File: config.mk
export PLATFORM = sky130hd
export DESIGN_NAME = mac_pipeline_interlock
export DESIGN_NICKNAME = d
export VERILOG_FILES = /design/src/inc/mac_pipeline_interlock_pkg.sv /design/src/design/mac_pipeline_interlock.sv
export VERILOG_INCLUDE_DIRS = /design/src /design/src/inc
export SDC_FILE = /design/constraint.sdc
export NUM_CORES = 1
export LEC_CHECK = 0
export ABC_AREA = 1
export BUFFER_PORTS_ARGS = -buffer_cell sky130_fd_sc_hd__buf_4
export CORE_ASPECT_RATIO = 1.25
export CORE_MARGIN = 2
export CORE_UTILIZATION = 45
export CTS_CLUSTER_SIZE = 14
export DETAILED_ROUTE_END_ITERATION = 12
export PLACE_DENSITY = 0.74
export SYNTH_ARGS = -nofsm -noshare
export SYNTH_HDL_FRONTEND = slang
export SYNTH_SLANG_ARGS = --single-unit
File: constraint.sdc
create_clock -name mclk -period 1.46 [get_ports mclk]
set_input_delay 0.146 -clock mclk [delete_from_list [all_inputs] [get_ports mclk]]
set_output_delay 0.146 -clock mclk [all_outputs]
set_load 0.02 [all_outputs]
File: src/inc/mac_pipeline_interlock_defines.svh
// timing counts and access counts for the multiply/accumulate interlock
`ifndef MAC_PIPELINE_INTERLOCK_DEFINES_SVH
`define MAC_PIPELINE_INTERLOCK_DEFINES_SVH

// ==========================================================================
// multiplier busy periods after the final multiplier access
`define BUSY_WORD_CYC  3'h2
`define BUSY_LONG_CYC  3'h4
`define BUSY_NONE_CYC  3'h0
`define BUSY_ONE_CYC   3'h1

// ==========================================================================
// memory-access stages owed by each instruction class
`define ACC_TWO        2'h2
`define ACC_FINAL      2'h1
`define ACC_NONE       2'h0

`endif

File: src/inc/mac_pipeline_interlock_pkg.sv
// types shared by the multiply/accumulate interlock
package mac_pipeline_interlock_pkg;

  // ==========================================================================
  // instruction classes presented at the operate stage
  typedef enum logic [2:0] {
    OP_NONE = 3'b000,
    OP_MACW = 3'b001,  // multiply_accumulate_word
    OP_MACL = 3'b010,  // multiply_accumulate_long
    OP_LDSR = 3'b011,  // load_to_system_reg from a general register
    OP_LDSM = 3'b100   // load_to_system_reg_from_memory
  } op_e;

  // ==========================================================================
  // memory-access sequencer states
  typedef enum logic [2:0] {
    ST_IDLE  = 3'b000,
    ST_FETCH = 3'b001,  // slot given to instruction fetch before the access
    ST_MEM   = 3'b010,  // plain memory_access_stage
    ST_HOLD  = 3'b011,  // multiplier access stretched while busy
    ST_MUL   = 3'b100   // memory_access_stage touching the multiplier
  } state_e;

endpackage : mac_pipeline_interlock_pkg
File: src/design/mac_pipeline_interlock.sv
// memory-access sequencer and multiplier interlock for accumulator loads and long MAC
`timescale 1ns/1ps
`include "mac_pipeline_interlock_defines.svh"

// How it works
// (RULE1) register accumulator load gets multiplier access stage
// (RULE2) memory accumulator load gets multiplier access stage
// (RULE3) multiplier access stretches until busy period ends
// (RULE4) register load access splits slot with fetch
// (RULE5) memory load access splits slot with fetch
// (RULE6) long MAC reads two post-incremented operands
// (RULE7) long MAC: two accesses then four busy
// (RULE8) multiplier busy four cycles after long access
// (RULE9) next decode stalls one slot after long
// (RULE10) busy count gates every multiplier access
module mac_pipeline_interlock
  import mac_pipeline_interlock_pkg::*;
(
  input  wire logic       mclk,
  input  wire logic       rst_n,
  input  wire logic       issueValid,
  input  wire logic [2:0] issueOp,
  input  wire logic       longMacEn,
  input  wire logic       fetchReq,
  output logic            seqReady,
  output logic            fetchGrant,
  output logic            memRead,
  output logic            mulAccess,
  output logic            rmIncr,
  output logic            rnIncr,
  output logic            decodeStall,
  output logic            illegalOp,
  output logic            mulBusy,
  output logic [2:0]      mulCount
);

  // ==========================================================================
  // sequencer state
  state_e     state_r,     stateNxt;
  op_e        curOp_r,     curOpNxt;
  logic [1:0] accRem_r,    accRemNxt;
  logic       fetchDone_r, fetchDoneNxt;
  logic [2:0] mulCount_r,  mulCountNxt;
  logic       accept;
  logic       illegalNxt;
  op_e        opIn;

  assign opIn = op_e'(issueOp);

  // pick the next state; every access first yields to a pending fetch
  always_comb begin
    stateNxt     = state_r;
    curOpNxt     = curOp_r;
    accRemNxt    = accRem_r;
    fetchDoneNxt = fetchDone_r;
    accept       = 1'b0;
    illegalNxt   = 1'b0;
    case (state_r)
      ST_IDLE: begin
        if (issueValid && (opIn == OP_MACL) && !longMacEn) begin
          illegalNxt = 1'b1;  // long MAC only on the later series
        end else if (issueValid && (opIn != OP_NONE)) begin
          accept   = 1'b1;
          curOpNxt = opIn;
          if ((opIn == OP_MACW) || (opIn == OP_MACL)) begin
            accRemNxt = `ACC_TWO;  // RULE7
          end else begin
            accRemNxt = `ACC_FINAL;  // RULE1
          end
        end
      end
      ST_FETCH: fetchDoneNxt = 1'b1;
      ST_HOLD:  ;
      ST_MEM: begin
        accRemNxt    = accRem_r - `ACC_FINAL;
        fetchDoneNxt = 1'b0;
      end
      ST_MUL: begin
        accRemNxt    = `ACC_NONE;
        fetchDoneNxt = 1'b0;
      end
      default: begin
        accRemNxt    = `ACC_NONE;
        fetchDoneNxt = 1'b0;
      end
    endcase
    // route the owed access; fetch gets its own slot first
    if (accRemNxt != `ACC_NONE) begin
      if (fetchReq && !fetchDoneNxt) begin
        stateNxt = ST_FETCH;  // RULE4 RULE5
      end else if ((accRemNxt == `ACC_FINAL) && (mulCount_r != `BUSY_NONE_CYC)) begin
        stateNxt = ST_HOLD;  // RULE3 RULE10
      end else if (accRemNxt == `ACC_FINAL) begin
        stateNxt = ST_MUL;  // RULE1 RULE2
      end else begin
        stateNxt = ST_MEM;
      end
    end else begin
      stateNxt = ST_IDLE;
    end
  end

  // busy counter runs on its own, regardless of slot boundaries
  always_comb begin
    mulCountNxt = `BUSY_NONE_CYC;
    if (mulAccess) begin
      case (curOp_r)
        OP_MACL: mulCountNxt = `BUSY_LONG_CYC;  // RULE8
        OP_MACW: mulCountNxt = `BUSY_WORD_CYC;
        default: mulCountNxt = `BUSY_NONE_CYC;  // accumulator loads leave it idle
      endcase
    end else if (mulCount_r != `BUSY_NONE_CYC) begin
      mulCountNxt = mulCount_r - `BUSY_ONE_CYC;  // RULE10
    end
  end

  // state registers
  always_ff @(posedge mclk or negedge rst_n) begin
    if (!rst_n) begin
      state_r     <= ST_IDLE;
      curOp_r     <= OP_NONE;
      accRem_r    <= `ACC_NONE;
      fetchDone_r <= 1'b0;
      mulCount_r  <= `BUSY_NONE_CYC;
    end else begin
      state_r     <= stateNxt;
      curOp_r     <= curOpNxt;
      accRem_r    <= accRemNxt;
      fetchDone_r <= fetchDoneNxt;
      mulCount_r  <= mulCountNxt;
    end
  end

  // ==========================================================================
  // registered outputs, decoded from the next state so they line up with it
  logic seqReadyNxt, fetchGrantNxt, memReadNxt, mulAccessNxt;
  logic rmIncrNxt, rnIncrNxt, decodeStallNxt;
  logic mulBusyNxt;

  always_comb begin
    seqReadyNxt    = (stateNxt == ST_IDLE);
    fetchGrantNxt  = (stateNxt == ST_FETCH);
    // register-form load touches only the multiplier in its access
    memReadNxt     = (stateNxt == ST_MEM) ||
                     ((stateNxt == ST_MUL) && (curOpNxt != OP_LDSR));  // RULE2
    mulAccessNxt   = (stateNxt == ST_MUL);
    rmIncrNxt      = (stateNxt == ST_MEM) && (curOpNxt == OP_MACL) &&
                     (accRemNxt == `ACC_TWO);  // RULE6
    rnIncrNxt      = (stateNxt == ST_MUL) && (curOpNxt == OP_MACL);  // RULE6 RULE7
    decodeStallNxt = accept && (opIn == OP_MACL);  // RULE9
    // busy flag follows the count it is registered with
    mulBusyNxt     = (mulCountNxt != `BUSY_NONE_CYC);  // RULE10
  end

  always_ff @(posedge mclk or negedge rst_n) begin
    if (!rst_n) begin
      seqReady    <= 1'b1;
      fetchGrant  <= 1'b0;
      memRead     <= 1'b0;
      mulAccess   <= 1'b0;
      rmIncr      <= 1'b0;
      rnIncr      <= 1'b0;
      decodeStall <= 1'b0;
      illegalOp   <= 1'b0;
      mulBusy     <= 1'b0;
      mulCount    <= `BUSY_NONE_CYC;
    end else begin
      seqReady    <= seqReadyNxt;
      fetchGrant  <= fetchGrantNxt;
      memRead     <= memReadNxt;
      mulAccess   <= mulAccessNxt;
      rmIncr      <= rmIncrNxt;
      rnIncr      <= rnIncrNxt;
      decodeStall <= decodeStallNxt;
      illegalOp   <= illegalNxt;
      mulBusy     <= mulBusyNxt;
      mulCount    <= mulCountNxt;
    end
  end

  // ==========================================================================
  // checks
  AST_LDSR_ACCESS: assert property (@(posedge mclk) disable iff (!rst_n) // RULE1
    (seqReady && issueValid && (opIn == OP_LDSR) && !fetchReq && !mulBusy)
      |=> (mulAccess && !memRead) ##1 seqReady)
    else $error("register accumulator load missed its multiplier access");

  AST_LDSM_ACCESS: assert property (@(posedge mclk) disable iff (!rst_n) // RULE2
    (mulAccess && (curOp_r == OP_LDSM)) |-> memRead)
    else $error("memory accumulator load access did not read memory");

  AST_STRETCH: assert property (@(posedge mclk) disable iff (!rst_n) // RULE3
    (state_r == ST_HOLD) |-> (!mulAccess && !memRead)
      ##1 (($past(mulCount_r) != `BUSY_NONE_CYC) || mulAccess || fetchGrant))
    else $error("stretched multiplier access ended wrongly");

  AST_FETCH_SPLIT: assert property (@(posedge mclk) disable iff (!rst_n) // RULE4
    fetchGrant |-> (!memRead && !mulAccess) ##1 !fetchGrant)
    else $error("fetch shared a slot with a memory access");

  AST_FETCH_FIRST: assert property (@(posedge mclk) disable iff (!rst_n) // RULE5
    (seqReady && issueValid && (opIn == OP_LDSM) && fetchReq) |=> fetchGrant)
    else $error("memory accumulator load did not yield to fetch");

  AST_LONG_OPERANDS: assert property (@(posedge mclk) disable iff (!rst_n) // RULE6
    (seqReady && issueValid && (opIn == OP_MACL) && longMacEn)
      |-> ##[1:4] rmIncr ##[1:40] rnIncr)
    else $error("long MAC did not step both address registers");

  AST_LONG_BUSY: assert property (@(posedge mclk) disable iff (!rst_n) // RULE8
    (mulAccess && (curOp_r == OP_MACL)) |=> (mulCount == `BUSY_LONG_CYC) ##1 (mulCount == 3'h3)
      ##1 (mulCount == 3'h2) ##1 (mulCount == 3'h1) ##1 !mulBusy)
    else $error("long MAC busy period is not four cycles");

  AST_SECOND_READ: assert property (@(posedge mclk) disable iff (!rst_n) // RULE7
    rnIncr |-> (memRead && mulAccess && !$past(mulBusy)))
    else $error("second long MAC access did not read and multiply");

  AST_DECODE_STALL: assert property (@(posedge mclk) disable iff (!rst_n) // RULE9
    (seqReady && issueValid && (opIn == OP_MACL) && longMacEn)
      |=> decodeStall ##1 !decodeStall)
    else $error("decode stall after long MAC is not one slot");

  AST_BUSY_GATE: assert property (@(posedge mclk) disable iff (!rst_n) // RULE10
    $rose(mulAccess) |-> ($past(mulCount) == `BUSY_NONE_CYC))
    else $error("multiplier accessed with a nonzero busy count");

endmodule : mac_pipeline_interlock

==> reports/metrics.yaml, run 1 <==
layout:
  nNetsFinal: 150
  finish.utilization_pct: 60.8
  finish.instance_area_um2: 1330
  number_of_antenna_cells_inserted: 0
  post_route_cells_drive_above_1_share_pct: 41.7
  area.growth.synth_to_final_pct: 27.3
  finish.cell_count_without_fillers: 170
pwr:
  swShare_pct: 44.6
  p_seq_share_pct: 35.3
  pwr_density_cell_nw_per_um2: 1930
  leakagePower_nw: 0.724
  power.combinational.fraction_pct: 53.8
  report.power.total_mw: 2.56
  cell_internal_pwr_mw: 1.42
  peak_supply_drop_mv: 1.19
  share_clk_of_total_power_pct: 10.8
  netSwitchingPower_mw: 1.14
timing:
  headroom_to_the_max_slew_limit_pct: 82.8
  number_of_pins_exceeding_their_max_slew_limit_in_the_final_report: 0
  max_freq_mhz: 718
  worst-slew-pin-transition_ns: 0.256
  finalCriticalPeriod_ns: 1.39
  report.final.hold_viol_count: 0
  fin_crit_sh_pct: 95.3
  finalSetupViolations: 0
  final.hold.worst_slack_ns: 0.0955
  worst_clock_skew_ns: 0.00140
logic_synthesis:
  synthDominantCellAreaShare_pct: 48.0
  async_reset_ff_share_pct: 100
  net_count_of_the_mapped_netlist: 122
  yosys.area.top_type: "dfrtp_1"
  synth_top_cells_by_area: "dfrtp_1 48%, inv_1 7.2%, nand2_1 5.8%"
  netlist_area_um2: 1040
  number_of_enable_flip_flop_cells_after_synthesis: 0
  ys_seq_elements: 21
  netlist_instances: 112
  synth.yosys.seq_area_share_pct: 50.5
  synth_warnings: 0
  synth_cell_type_count: 25
  synthesis.area_per_instance_um2: 9.32
  post_synth_most_frequent_cells: "20 x dfrtp_1, 20 x inv_1, 16 x nand2_1"
  ys_dominant_reg_cell: "dfrtp_1"
global_routing:
  grt_util_met3_pct: 2.18
  grtUsageMet1_pct: 22.2
  grt_first_pass_wirelength_um: 3310
  groute.usage.overall_pct: 16.8
  grt_remaining_overflow: 0
  global_route_track_usage_on_met2_pct: 27.0
  grt_pass1_vias: 803
  largest_net_degree_at_the_start_of_global_routing: 22
  grt_antenna_before_repair: 0
  top_usage_layer: "met2"
critical_path:
  rrSetupSlack_ns: 0.07
  worstPathRequired_ns: 1.66
  crit_fanout: 4
  worst-r2r-cell-count: 10
  cp-end-kind: "register"
  rr_startpoint: "state_r[2]"
  critPathKind: "register to register"
  critical_path_arrival_ns: 1.59
  worstReg2RegEnd: "state_r[1]"
  crit_path_start_kind: "register"
worst_hold_path:
  min_path_cells: 3
  hold_path_class: "primary input to register"
  timing.hold.worst_endpoint: "illegalOp"
  min_from: "issueOp[1]"
drt:
  num_vias: 813
  drcViolationCount: 0
  ant_nets: 0
  wirelength_um: 1990
  drt-vias-per-instance: 4.78
  drt-pass1-iter-count: 4
  first_iter_violations: 15
  post_drt_wl_per_cell_um: 11.7
floorplanning:
  initial_utilization_pct: 47.7
  die_area_um2: 2720
  die_outline_width_um: 47.1
  placeable_core_area_um2: 2190
  die_height_um: 57.8
  number_of_cell_rows: 19
  ioPinCount: 20
run_status:
  run_status: "finished clean"
placed_design:
  dpl.cell_count: 164
  gp_congestion: 0.825
  port_buffers: 19
  dpl-instance-area_um2: 1240
  post-dp-hpwl_um: 1490
clock_tree:
  clkSinkCount: 21
  worst_setup_hold_path_clk_slew_ns: 0.11
  htree_depth: 1
  ctsLongestPathBuffers: 2
  clock_tree_from_tritoncts: "built"
  root_buffer: "clkbuf_4"
  clock_insertion_delay_worst_skew_ns: 0.30
  number_of_buffers_created_by_cts: 3
run:
  drv.max_cap_violation_count: 0
-- flip-flops by register name, summed over array words and instances, names as in the netlist, 2 cells and up --
signal,count
mulCount,3
state_r,3
curOp_r,3
accRem_r,2
-- power by group through the flow --
stage | registers (mW) | logic, mW | clock network, mW
3_5_place_dp | 0.907 | 1.25 | 0
4_1_cts | 0.895 | 1.27 | 0.293
5_1_grt | 0.930 | 1.50 | 0.315
6_report | 0.906 | 1.38 | 0.277
2_1_floorplan | 0.972 | 0.840 | 0
3_3_place_gp | 0.902 | 1.23 | 0
-- layout make-up --
cell class                      instances  area (um^2)
Timing Repair Buffer                   23          178
Inverter                               23         88.8
Fill cell                             206          858
Clock inverter                          1         5.00
Sequential cell                        21          527
Multi-Input combinational cell         68          469
Tap cell                               31         38.8
Clock buffer                            3         22.5
-- kinds of logic after synthesis --
logic type | count (synthesis) | synth area share, %
and+or+nand+nor | 55 | 30.2
buffers and inverters | 23 | 8.51
DFF | 21 | 50.5
AOI/OAI and AO/OA | 10 | 7.55
adders and majority gates | 2 | 2.40
xor gates and xnor gates | 1 | 0.839
-- critical path, cell delays in order, from the launching register on --
cell and delay [ns]:
dfrtp_1 0.43, inv_2 0.07, nand3_4 0.10, inv_4 0.06, nand2_2 0.08, nor2_2 0.05
nor2_2 0.14, nand2_4 0.08, nor2_4 0.14, buf_4 0.12, nor3_2 0.03
-- timing repair --
item,4_1_cts,5_1_grt
hold buffers,2,0
resized for setup,0,9
buffers inserted,0,1
endpoints found under the hold margin,22,0
endpoints found under the setup margin,0,2
-- cell usage in the layout, fill, tap and decap left out, drive strengths merged --
| cell | instances |
|---|---|
| nand2 | 24 |
| inv | 23 |
| buf | 21 |
| dfrtp | 20 |
| nor2 | 16 |
| nand3 | 9 |
| o21ai | 5 |
| nor3 | 4 |
| clkbuf | 3 |
| a32oi | 2 |
| ha | 2 |
| dlygate4sd3 | 2 |
| a21oi | 1 |
| xnor2 | 1 |
| o211a | 1 |
| o22ai | 1 |
| and2 | 1 |
| nor4 | 1 |
| clkinv | 1 |
| dfstp | 1 |
-- worst max-delay path by stage --
stage	slack, ns	startpoint	to	cells past startpoint
after global routing	-0.02	state_r[2]	memRead	9
after floorplan	0.18	mulCount[0]	mulBusy	7
after global placement	0.10	state_r[1]	memRead	8
after CTS	0.06	state_r[1]	memRead	8
final	0.07	state_r[2]	state_r[1]	10
after detailed placement	0.11	state_r[1]	memRead	8
-- stage by stage --
| stage | setup WS, ns | setup TNS (ns) |
|---|---|---|
| 2_1_floorplan | 0.177 | 0 |
| 3_3_place_gp | 0.103 | 0 |
| 3_5_place_dp | 0.107 | 0 |
| 4_1_cts | 0.0598 | 0 |
| 5_1_grt | -0.0224 | -0.0270 |
| 6_report | 0.0681 | 0 |
-- metal layers --
layer | routed length (um) | vias up
li1 | - | 404
met1 | 810 | 380
met2 | 1040 | 21
met3 | 66 | 8
met4 | 73 | 0
met5 | 0 | -
Note: power is estimated with default switching activity, not from simulation.
==> run 2, diff against run 1 <==
--- a/config.mk
+++ b/config.mk
@@ -8,9 +8,10 @@
 export LEC_CHECK = 0
 export ABC_AREA = 1
 export BUFFER_PORTS_ARGS = -buffer_cell sky130_fd_sc_hd__buf_4
-export CORE_ASPECT_RATIO = 1.25
+export CORE_ASPECT_RATIO = 1.1
 export CORE_MARGIN = 2
 export CORE_UTILIZATION = 45
+export CTS_CLUSTER_DIAMETER = 80
 export CTS_CLUSTER_SIZE = 14
 export DETAILED_ROUTE_END_ITERATION = 12
 export PLACE_DENSITY = 0.74
==> run 2 against run 1 <==
  * Critical path type unchanged
  * Combinational power barely moved
  * Highest routed layer unchanged
  * First-iteration DRC count rose by 33%
  * Count of clock-buffer cells in the layout did not move
==> reports/metrics.yaml, run 2 (synthesis results as in run 1) <==
drt:
  post_drt_wl_per_cell_um: 11.5  # was 11.7 um
  num_vias: 792  # was 813
  ant_nets: 0  # unchanged
  drt-vias-per-instance: 4.69  # was 4.78
  drcViolationCount: 0  # unchanged
  wirelength_um: 1940  # was 1990 um
  drt-pass1-iter-count: 4  # unchanged
  first_iter_violations: 20  # was 15
placed_design:
  gp_congestion: 0.819  # was 0.825
  port_buffers: 19  # unchanged
  post-dp-hpwl_um: 1490  # about the same
  detailedPlace.worstSlack_ns: 0.0590  # was 0.107 ns
layout:
  nNetsFinal: 150  # unchanged
  number_of_antenna_cells_inserted: 0  # unchanged
  layout_commonest_cell: "buf_4"  # unchanged
  combined_area_of_the_multi_input_logic_cells_um2: 467  # was 469 um^2
  area.growth.synth_to_final_pct: 26.7  # was 27.3%
  final_cell_mix: "22 x buf_4, 20 x dfrtp_1, 19 x inv_1"  # was 21 x buf_4, 20 x inv_1, 20 x dfrtp_1
  post_route_cells_drive_above_1_share_pct: 43.2  # was 41.7%
  area.sequential_um2: 527  # unchanged
  biggestRegsByFlops: "curOp_r (3), mulCount (3), state_r (3)"  # unchanged
  fillerInstances: 184  # was 206
timing:
  finalCriticalPeriod_ns: 1.35  # was 1.39 ns
  layout_setup_ws_ns: 0.111  # was 0.0681 ns
  report.final.hold_viol_count: 0  # unchanged
  headroom_to_the_max_slew_limit_pct: 80.8  # was 82.8%
  worst-slew-pin-transition_ns: 0.286  # was 0.256 ns
  grt_setup_unrepaired: "true"
  final.hold.worst_slack_ns: 0.0118  # was 0.0955 ns
  max_freq_mhz: 741  # was 718 MHz
  number_of_pins_exceeding_their_max_slew_limit_in_the_final_report: 0  # unchanged
  finalSetupViolations: 0  # unchanged
  fin_crit_sh_pct: 92.4  # was 95.3%
  worst_clock_skew_ns: 0.00264  # was 0.00140 ns
critical_path:
  critPathMaxStageDelay_ns: 0.44  # was 0.43 ns
  worst_path_dominant_cell_family: "simple AND/OR/NAND/NOR gates"  # unchanged
  crit_buf_inv: 1  # was 3
  rrSetupSlack_ns: 0.11  # was 0.07 ns
  critical_path_arrival_ns: 1.60  # was 1.59 ns
  worst-r2r-cell-count: 9  # was 10
  path_common_cell: "nand2_1"  # was nor2_2
  critical_path_cell_sequence: "nor2_1 > nand2_1 > nand2_1 > inv_1 > o21ai_2 > nor2_4 > nor2_1 > nand2_1 > nand2_1"  # was inv_2 > nand3_4 > inv_4 > nand2_2 > nor2_2 > nor2_2 > nand2_4 > nor2_4 > buf_4 > nor3_2
  cp-end-kind: "register"  # unchanged
  worstPathRequired_ns: 1.71  # was 1.66 ns
  crit_fanout: 5  # was 4
  timing.critical_path.slowest_stage_cell: "dfrtp_1"  # unchanged
  critical_path_startpoint: "state_r[2]"  # unchanged
  critPathKind: "register to register"  # unchanged
  rr_startpoint: "state_r[2]"  # unchanged
  worstReg2RegEnd: "memRead"  # was state_r[1]
  crit_path_start_kind: "register"  # unchanged
floorplanning:
  placeable_core_area_um2: 2230  # was 2190 um^2
  initial_utilization_pct: 46.8  # was 47.7%
  die_height_um: 54.5  # was 57.8 um
  die_outline_width_um: 49.9  # was 47.1 um
  die_area_um2: 2720  # about the same
  number_of_cell_rows: 18  # was 19
  ioPinCount: 20  # unchanged
pwr:
  cell_internal_pwr_mw: 1.42  # about the same
  netSwitchingPower_mw: 1.13  # was 1.14 mW
  power.combinational.fraction_pct: 53.7  # was 53.8%
  swShare_pct: 44.3  # was 44.6%
  report.power.total_mw: 2.54  # was 2.56 mW
  share_clk_of_total_power_pct: 10.9  # was 10.8%
  peak_supply_drop_mv: 1.05  # was 1.19 mV
  leakagePower_nw: 0.721  # was 0.724 nW
  p_seq_share_pct: 35.4  # was 35.3%
  pwr_density_cell_nw_per_um2: 1920  # was 1930 nW/um^2
global_routing:
  grt_first_pass_wirelength_um: 3280  # was 3310 um
  grt_pass1_vias: 781  # was 803
  grt_antenna_before_repair: 0  # unchanged
  grt_remaining_overflow: 0  # unchanged
  largest_net_degree_at_the_start_of_global_routing: 22  # unchanged
  groute.usage.overall_pct: 16.2  # was 16.8%
clock_tree:
  htree_depth: 1  # unchanged
  clkSinkCount: 21  # unchanged
  number_of_buffers_created_by_cts: 3  # unchanged
  root_buffer: "clkbuf_4"  # unchanged
  ctsLongestPathBuffers: 2  # unchanged
  clock_tree_from_tritoncts: "built"  # unchanged
  clock_insertion_delay_worst_skew_ns: 0.30  # about the same
  worst_setup_hold_path_clk_slew_ns: 0.12  # was 0.11 ns
worst_hold_path:
  min_path_cells: 2  # was 3
  hold_path_class: "primary input to register"  # unchanged
  timing.hold.worst_endpoint: "illegalOp"  # unchanged
  min_from: "longMacEn"  # was issueOp[1]
run:
  drv.max_cap_violation_count: 0  # unchanged
run_status:
  run_status: "finished clean"  # unchanged
## run 2: power groups by stage
| stage | clock network, mW | logic (mW) | registers, mW |
|---|---|---|---|
| after detailed placement | 0 | 1.24 | 0.907 |
| after CTS | 0.289 | 1.26 | 0.893 |
| after floorplan | 0 | 0.840 | 0.972 |
| after global placement | 0 | 1.23 | 0.902 |
| after global routing | 0.320 | 1.52 | 0.924 |
| final | 0.277 | 1.36 | 0.901 |
## run 2: layout make-up
type / count / share of cell area (%)
sequential: 21 / 39.8
multi-input combinational: 68 / 35.3
timing repair buffer: 23 / 13.2
inverter: 23 / 6.72
tap: 30 / 2.84
clock buffer: 3 / 1.70
clock inverter: 1 / 0.378
## run 2: through the flow
stage / TNS, ns / instance area (um^2) / utilization, % / cells
global route: -0.0140 / 1320 / 59.3 / 169
floorplan: 0 / 1040 / - / 112
CTS: 0 / 1280 / 57.2 / 168
detailed placement: 0 / 1240 / 55.6 / 163
global placement: 0 / 1240 / 55.6 / 163
finish: 0 / 1320 / 59.3 / 169
## run 2: how the worst max path moves through the flow
stage,depth (start not counted),end
after floorplan,7,mulBusy
after global placement,8,memRead
after detailed placement,8,memRead
after CTS,8,memRead
after global routing,9,rnIncr
final,9,memRead
## run 2: timing repair
action / CTS / global route
gates resized for setup: 0 / 9
endpoints found under the setup margin: 0 / 6
setup buffers: 0 / 1
endpoints found under the hold margin: 21 / 0
hold buffers: 1 / 0
## run 2: worst register-to-register path, cell delays in order, from the launching register on
cell and delay (ns):
dfrtp_1 0.44, nor2_1 0.21, nand2_1 0.07, nand2_1 0.11, inv_1 0.06, o21ai_2 0.10, nor2_4 0.08, nor2_1 0.09
nand2_1 0.07, nand2_1 0.07
## run 2: per-layer routing
layer / share of wire, % / vias to the layer above / wire length, um / global-route usage, %
li1: - / 400 / - / -
met1: 43 / 365 / 830 / 18.9
met2: 51 / 22 / 986 / 28.9
met3: 4.7 / 5 / 91 / 3.55
met4: 1.7 / 0 / 33 / 7.41
met5: 0 / - / 0 / 0
==> run 3, diff against run 2 <==
--- a/config.mk
+++ b/config.mk
@@ -9,10 +9,9 @@
 export ABC_AREA = 1
 export BUFFER_PORTS_ARGS = -buffer_cell sky130_fd_sc_hd__buf_4
 export CORE_ASPECT_RATIO = 1.1
-export CORE_MARGIN = 2
 export CORE_UTILIZATION = 45
 export CTS_CLUSTER_DIAMETER = 80
-export CTS_CLUSTER_SIZE = 14
+export CTS_CLUSTER_SIZE = 25
 export DETAILED_ROUTE_END_ITERATION = 12
 export PLACE_DENSITY = 0.74
 export SYNTH_ARGS = -nofsm -noshare
==> run 3 against run 2 <==
  * Largest cell class unchanged
  * Cell area increased by 2.7%
  * Cell count unchanged
  * Count of clock-buffer cells in the layout unchanged
  * Highest routed layer unchanged
  * Register-to-register slack got worse by 0.04 ns
  * Worst setup slack got worse by 0.040 ns
  * Largest power group unchanged
  * Sequential power about the same
==> reports/metrics.yaml, run 3 (synthesis results as in run 1) <==
worst_hold_path:
  min_path_cells: 3  # was 2
  timing.hold.worst_endpoint: "illegalOp"  # unchanged
  hold_path_class: "primary input to register"  # unchanged
  min_from: "issueOp[1]"  # was longMacEn
critical_path:
  worstPathRequired_ns: 1.68  # was 1.71 ns
  worst-r2r-cell-count: 10  # was 9
  cp-end-kind: "register"  # unchanged
  crit_path_start_kind: "register"  # unchanged
  rr_startpoint: "state_r[1]"  # was state_r[2]
  worstReg2RegEnd: "state_r[1]"  # was memRead
  critPathKind: "register to register"  # unchanged
  crit_fanout: 4  # was 5
  rrSetupSlack_ns: 0.07  # was 0.11 ns
  critical_path_arrival_ns: 1.61  # was 1.60 ns
global_routing:
  global_route_track_usage_on_met2_pct: 28.8  # was 28.9%
  grt_first_pass_wirelength_um: 2990  # was 3280 um
  grt_antenna_before_repair: 0  # unchanged
  grt_pass1_vias: 710  # was 781
  largest_net_degree_at_the_start_of_global_routing: 22  # unchanged
  groute.usage.overall_pct: 17.4  # was 16.2%
  grt_util_met3_pct: 2.07  # was 3.55%
  grt_remaining_overflow: 0  # unchanged
  grtUsageMet1_pct: 21.0  # was 18.9%
  top_usage_layer: "met2"  # unchanged
clock_tree:
  clock_tree_from_tritoncts: "built"  # unchanged
  number_of_buffers_created_by_cts: 3  # unchanged
  ctsLongestPathBuffers: 2  # unchanged
  clkSinkCount: 21  # unchanged
  htree_depth: 1  # unchanged
  root_buffer: "clkbuf_4"  # unchanged
  worst_setup_hold_path_clk_slew_ns: 0.12  # about the same
  clock_insertion_delay_worst_skew_ns: 0.31  # was 0.30 ns
pwr:
  peak_supply_drop_mv: 0.979  # was 1.05 mV
  pwr_density_cell_nw_per_um2: 1950  # was 1920 nW/um^2
  leakagePower_nw: 0.736  # was 0.721 nW
  report.power.total_mw: 2.64  # was 2.54 mW
layout:
  nNetsFinal: 152  # was 150
  finish.cell_count_without_fillers: 169  # unchanged
  layout_commonest_cell: "buf_4"  # unchanged
  post_route_cells_drive_above_1_share_pct: 42.6  # was 43.2%
  biggestRegsByFlops: "curOp_r (3), mulCount (3), state_r (3)"  # unchanged
  fillerInstances: 183  # was 184
  final_cell_mix: "23 x buf_4, 20 x inv_1, 20 x dfrtp_1"  # was 22 x buf_4, 20 x dfrtp_1, 19 x inv_1
  area.growth.synth_to_final_pct: 30.2  # was 26.7%
  number_of_antenna_cells_inserted: 0  # unchanged
drt:
  num_vias: 801  # was 792
  drcViolationCount: 0  # unchanged
  drt-pass1-iter-count: 5  # was 4
  post_drt_wl_per_cell_um: 11.8  # was 11.5 um
  drt-vias-per-instance: 4.74  # was 4.69
  ant_nets: 0  # unchanged
  wirelength_um: 2000  # was 1940 um
  first_iter_violations: 4  # was 20
floorplanning:
  ioPinCount: 20  # unchanged
  die_outline_width_um: 47.9  # was 49.9 um
  initial_utilization_pct: 50.1  # was 46.8%
  die_area_um2: 2520  # was 2720 um^2
  placeable_core_area_um2: 2080  # was 2230 um^2
  number_of_cell_rows: 17  # was 18
  die_height_um: 52.5  # was 54.5 um
timing:
  worst_clock_skew_ns: 0.00668  # was 0.00264 ns
  number_of_pins_exceeding_their_max_slew_limit_in_the_final_report: 0  # unchanged
  headroom_to_the_max_slew_limit_pct: 81.9  # was 80.8%
  worst-slew-pin-transition_ns: 0.270  # was 0.286 ns
  max_freq_mhz: 720  # was 741 MHz
  finalCriticalPeriod_ns: 1.39  # was 1.35 ns
  report.final.hold_viol_count: 0  # unchanged
  fin_crit_sh_pct: 95.2  # was 92.4%
  finalSetupViolations: 0  # unchanged
placed_design:
  gp_congestion: 0.797  # was 0.819
  dpl.cell_count: 161  # was 163
  port_buffers: 19  # unchanged
  post-dp-hpwl_um: 1430  # was 1490 um
run_status:
  run_status: "finished clean"  # unchanged
run:
  drv.max_cap_violation_count: 0  # unchanged
run 3: how the worst max path moves through the flow:
stage / slack [ns] / endpoint / start
floorplan: 0.18 / mulBusy / mulCount[0]
global placement: 0.11 / memRead / state_r[1]
detailed placement: 0.1 / memRead / state_r[1]
CTS: 0.08 / memRead / state_r[2]
global route: -0.02 / rnIncr / state_r[1]
finish: 0.07 / state_r[1] / state_r[1]
run 3: cell type report:
cell class	instances	area [um^2]	area share, %
clock buffers	3	22.5	1.66
inverters	23	88.8	6.54
multi-input cells	68	488	35.9
well taps	28	35.0	2.58
repair buffers	25	193	14.2
clock inverters	1	5.00	0.368
flip-flops and latches	21	527	38.8
run 3: per-stage QoR:
step	setup WS, ns	utilization, %	cell area, um^2	TNS, ns	hold slack, ns
after floorplan	0.177	-	1040	0	-0.150
after global placement	0.111	59.3	1240	0	0.0445
after detailed placement	0.0985	59.3	1240	0	0.0501
after CTS	0.0793	61.6	1280	0	0.0746
after global routing	-0.0187	65.2	1360	-0.0276	0.0876
final	0.0706	65.2	1360	0	0.0839
run 3: repair_timing:
| item | in CTS | in global routing |
|---|---|---|
| endpoints found under the setup margin | 0 | 5 |
| hold buffers | 2 | 0 |
| hold endpoints to repair | 22 | 0 |
| setup buffers | 0 | 3 |
| gates resized for setup | 0 | 12 |
run 3: worst max-delay path, cell delays in order, from the launching register on:
cell and delay (ns):
dfrtp_1 0.40, inv_1 0.08, nand3_4 0.10, inv_4 0.06, nand2_4 0.09, nor2_4 0.04, nor2_2 0.11, nand2_2 0.09
nor2_4 0.15, buf_4 0.13, nor3_4 0.03
run 3: routing by layer:
| layer | up-vias | wire length [um] |
|---|---|---|
| met4 | 0 | 50 |
| met2 | 23 | 1000 |
| met3 | 7 | 85 |
| met5 | - | 0 |
| li1 | 403 | - |
| met1 | 368 | 858 |
run 3: report_power, final:
group | switching, mW | internal, mW | total (mW) | leakage [nW]
logic | 0.871 | 0.580 | 1.45 | 0.448
registers | 0.127 | 0.777 | 0.903 | 0.271
clock network | 0.187 | 0.103 | 0.289 | 0.0177
total | 1.18 | 1.46 | 2.64 | 0.736
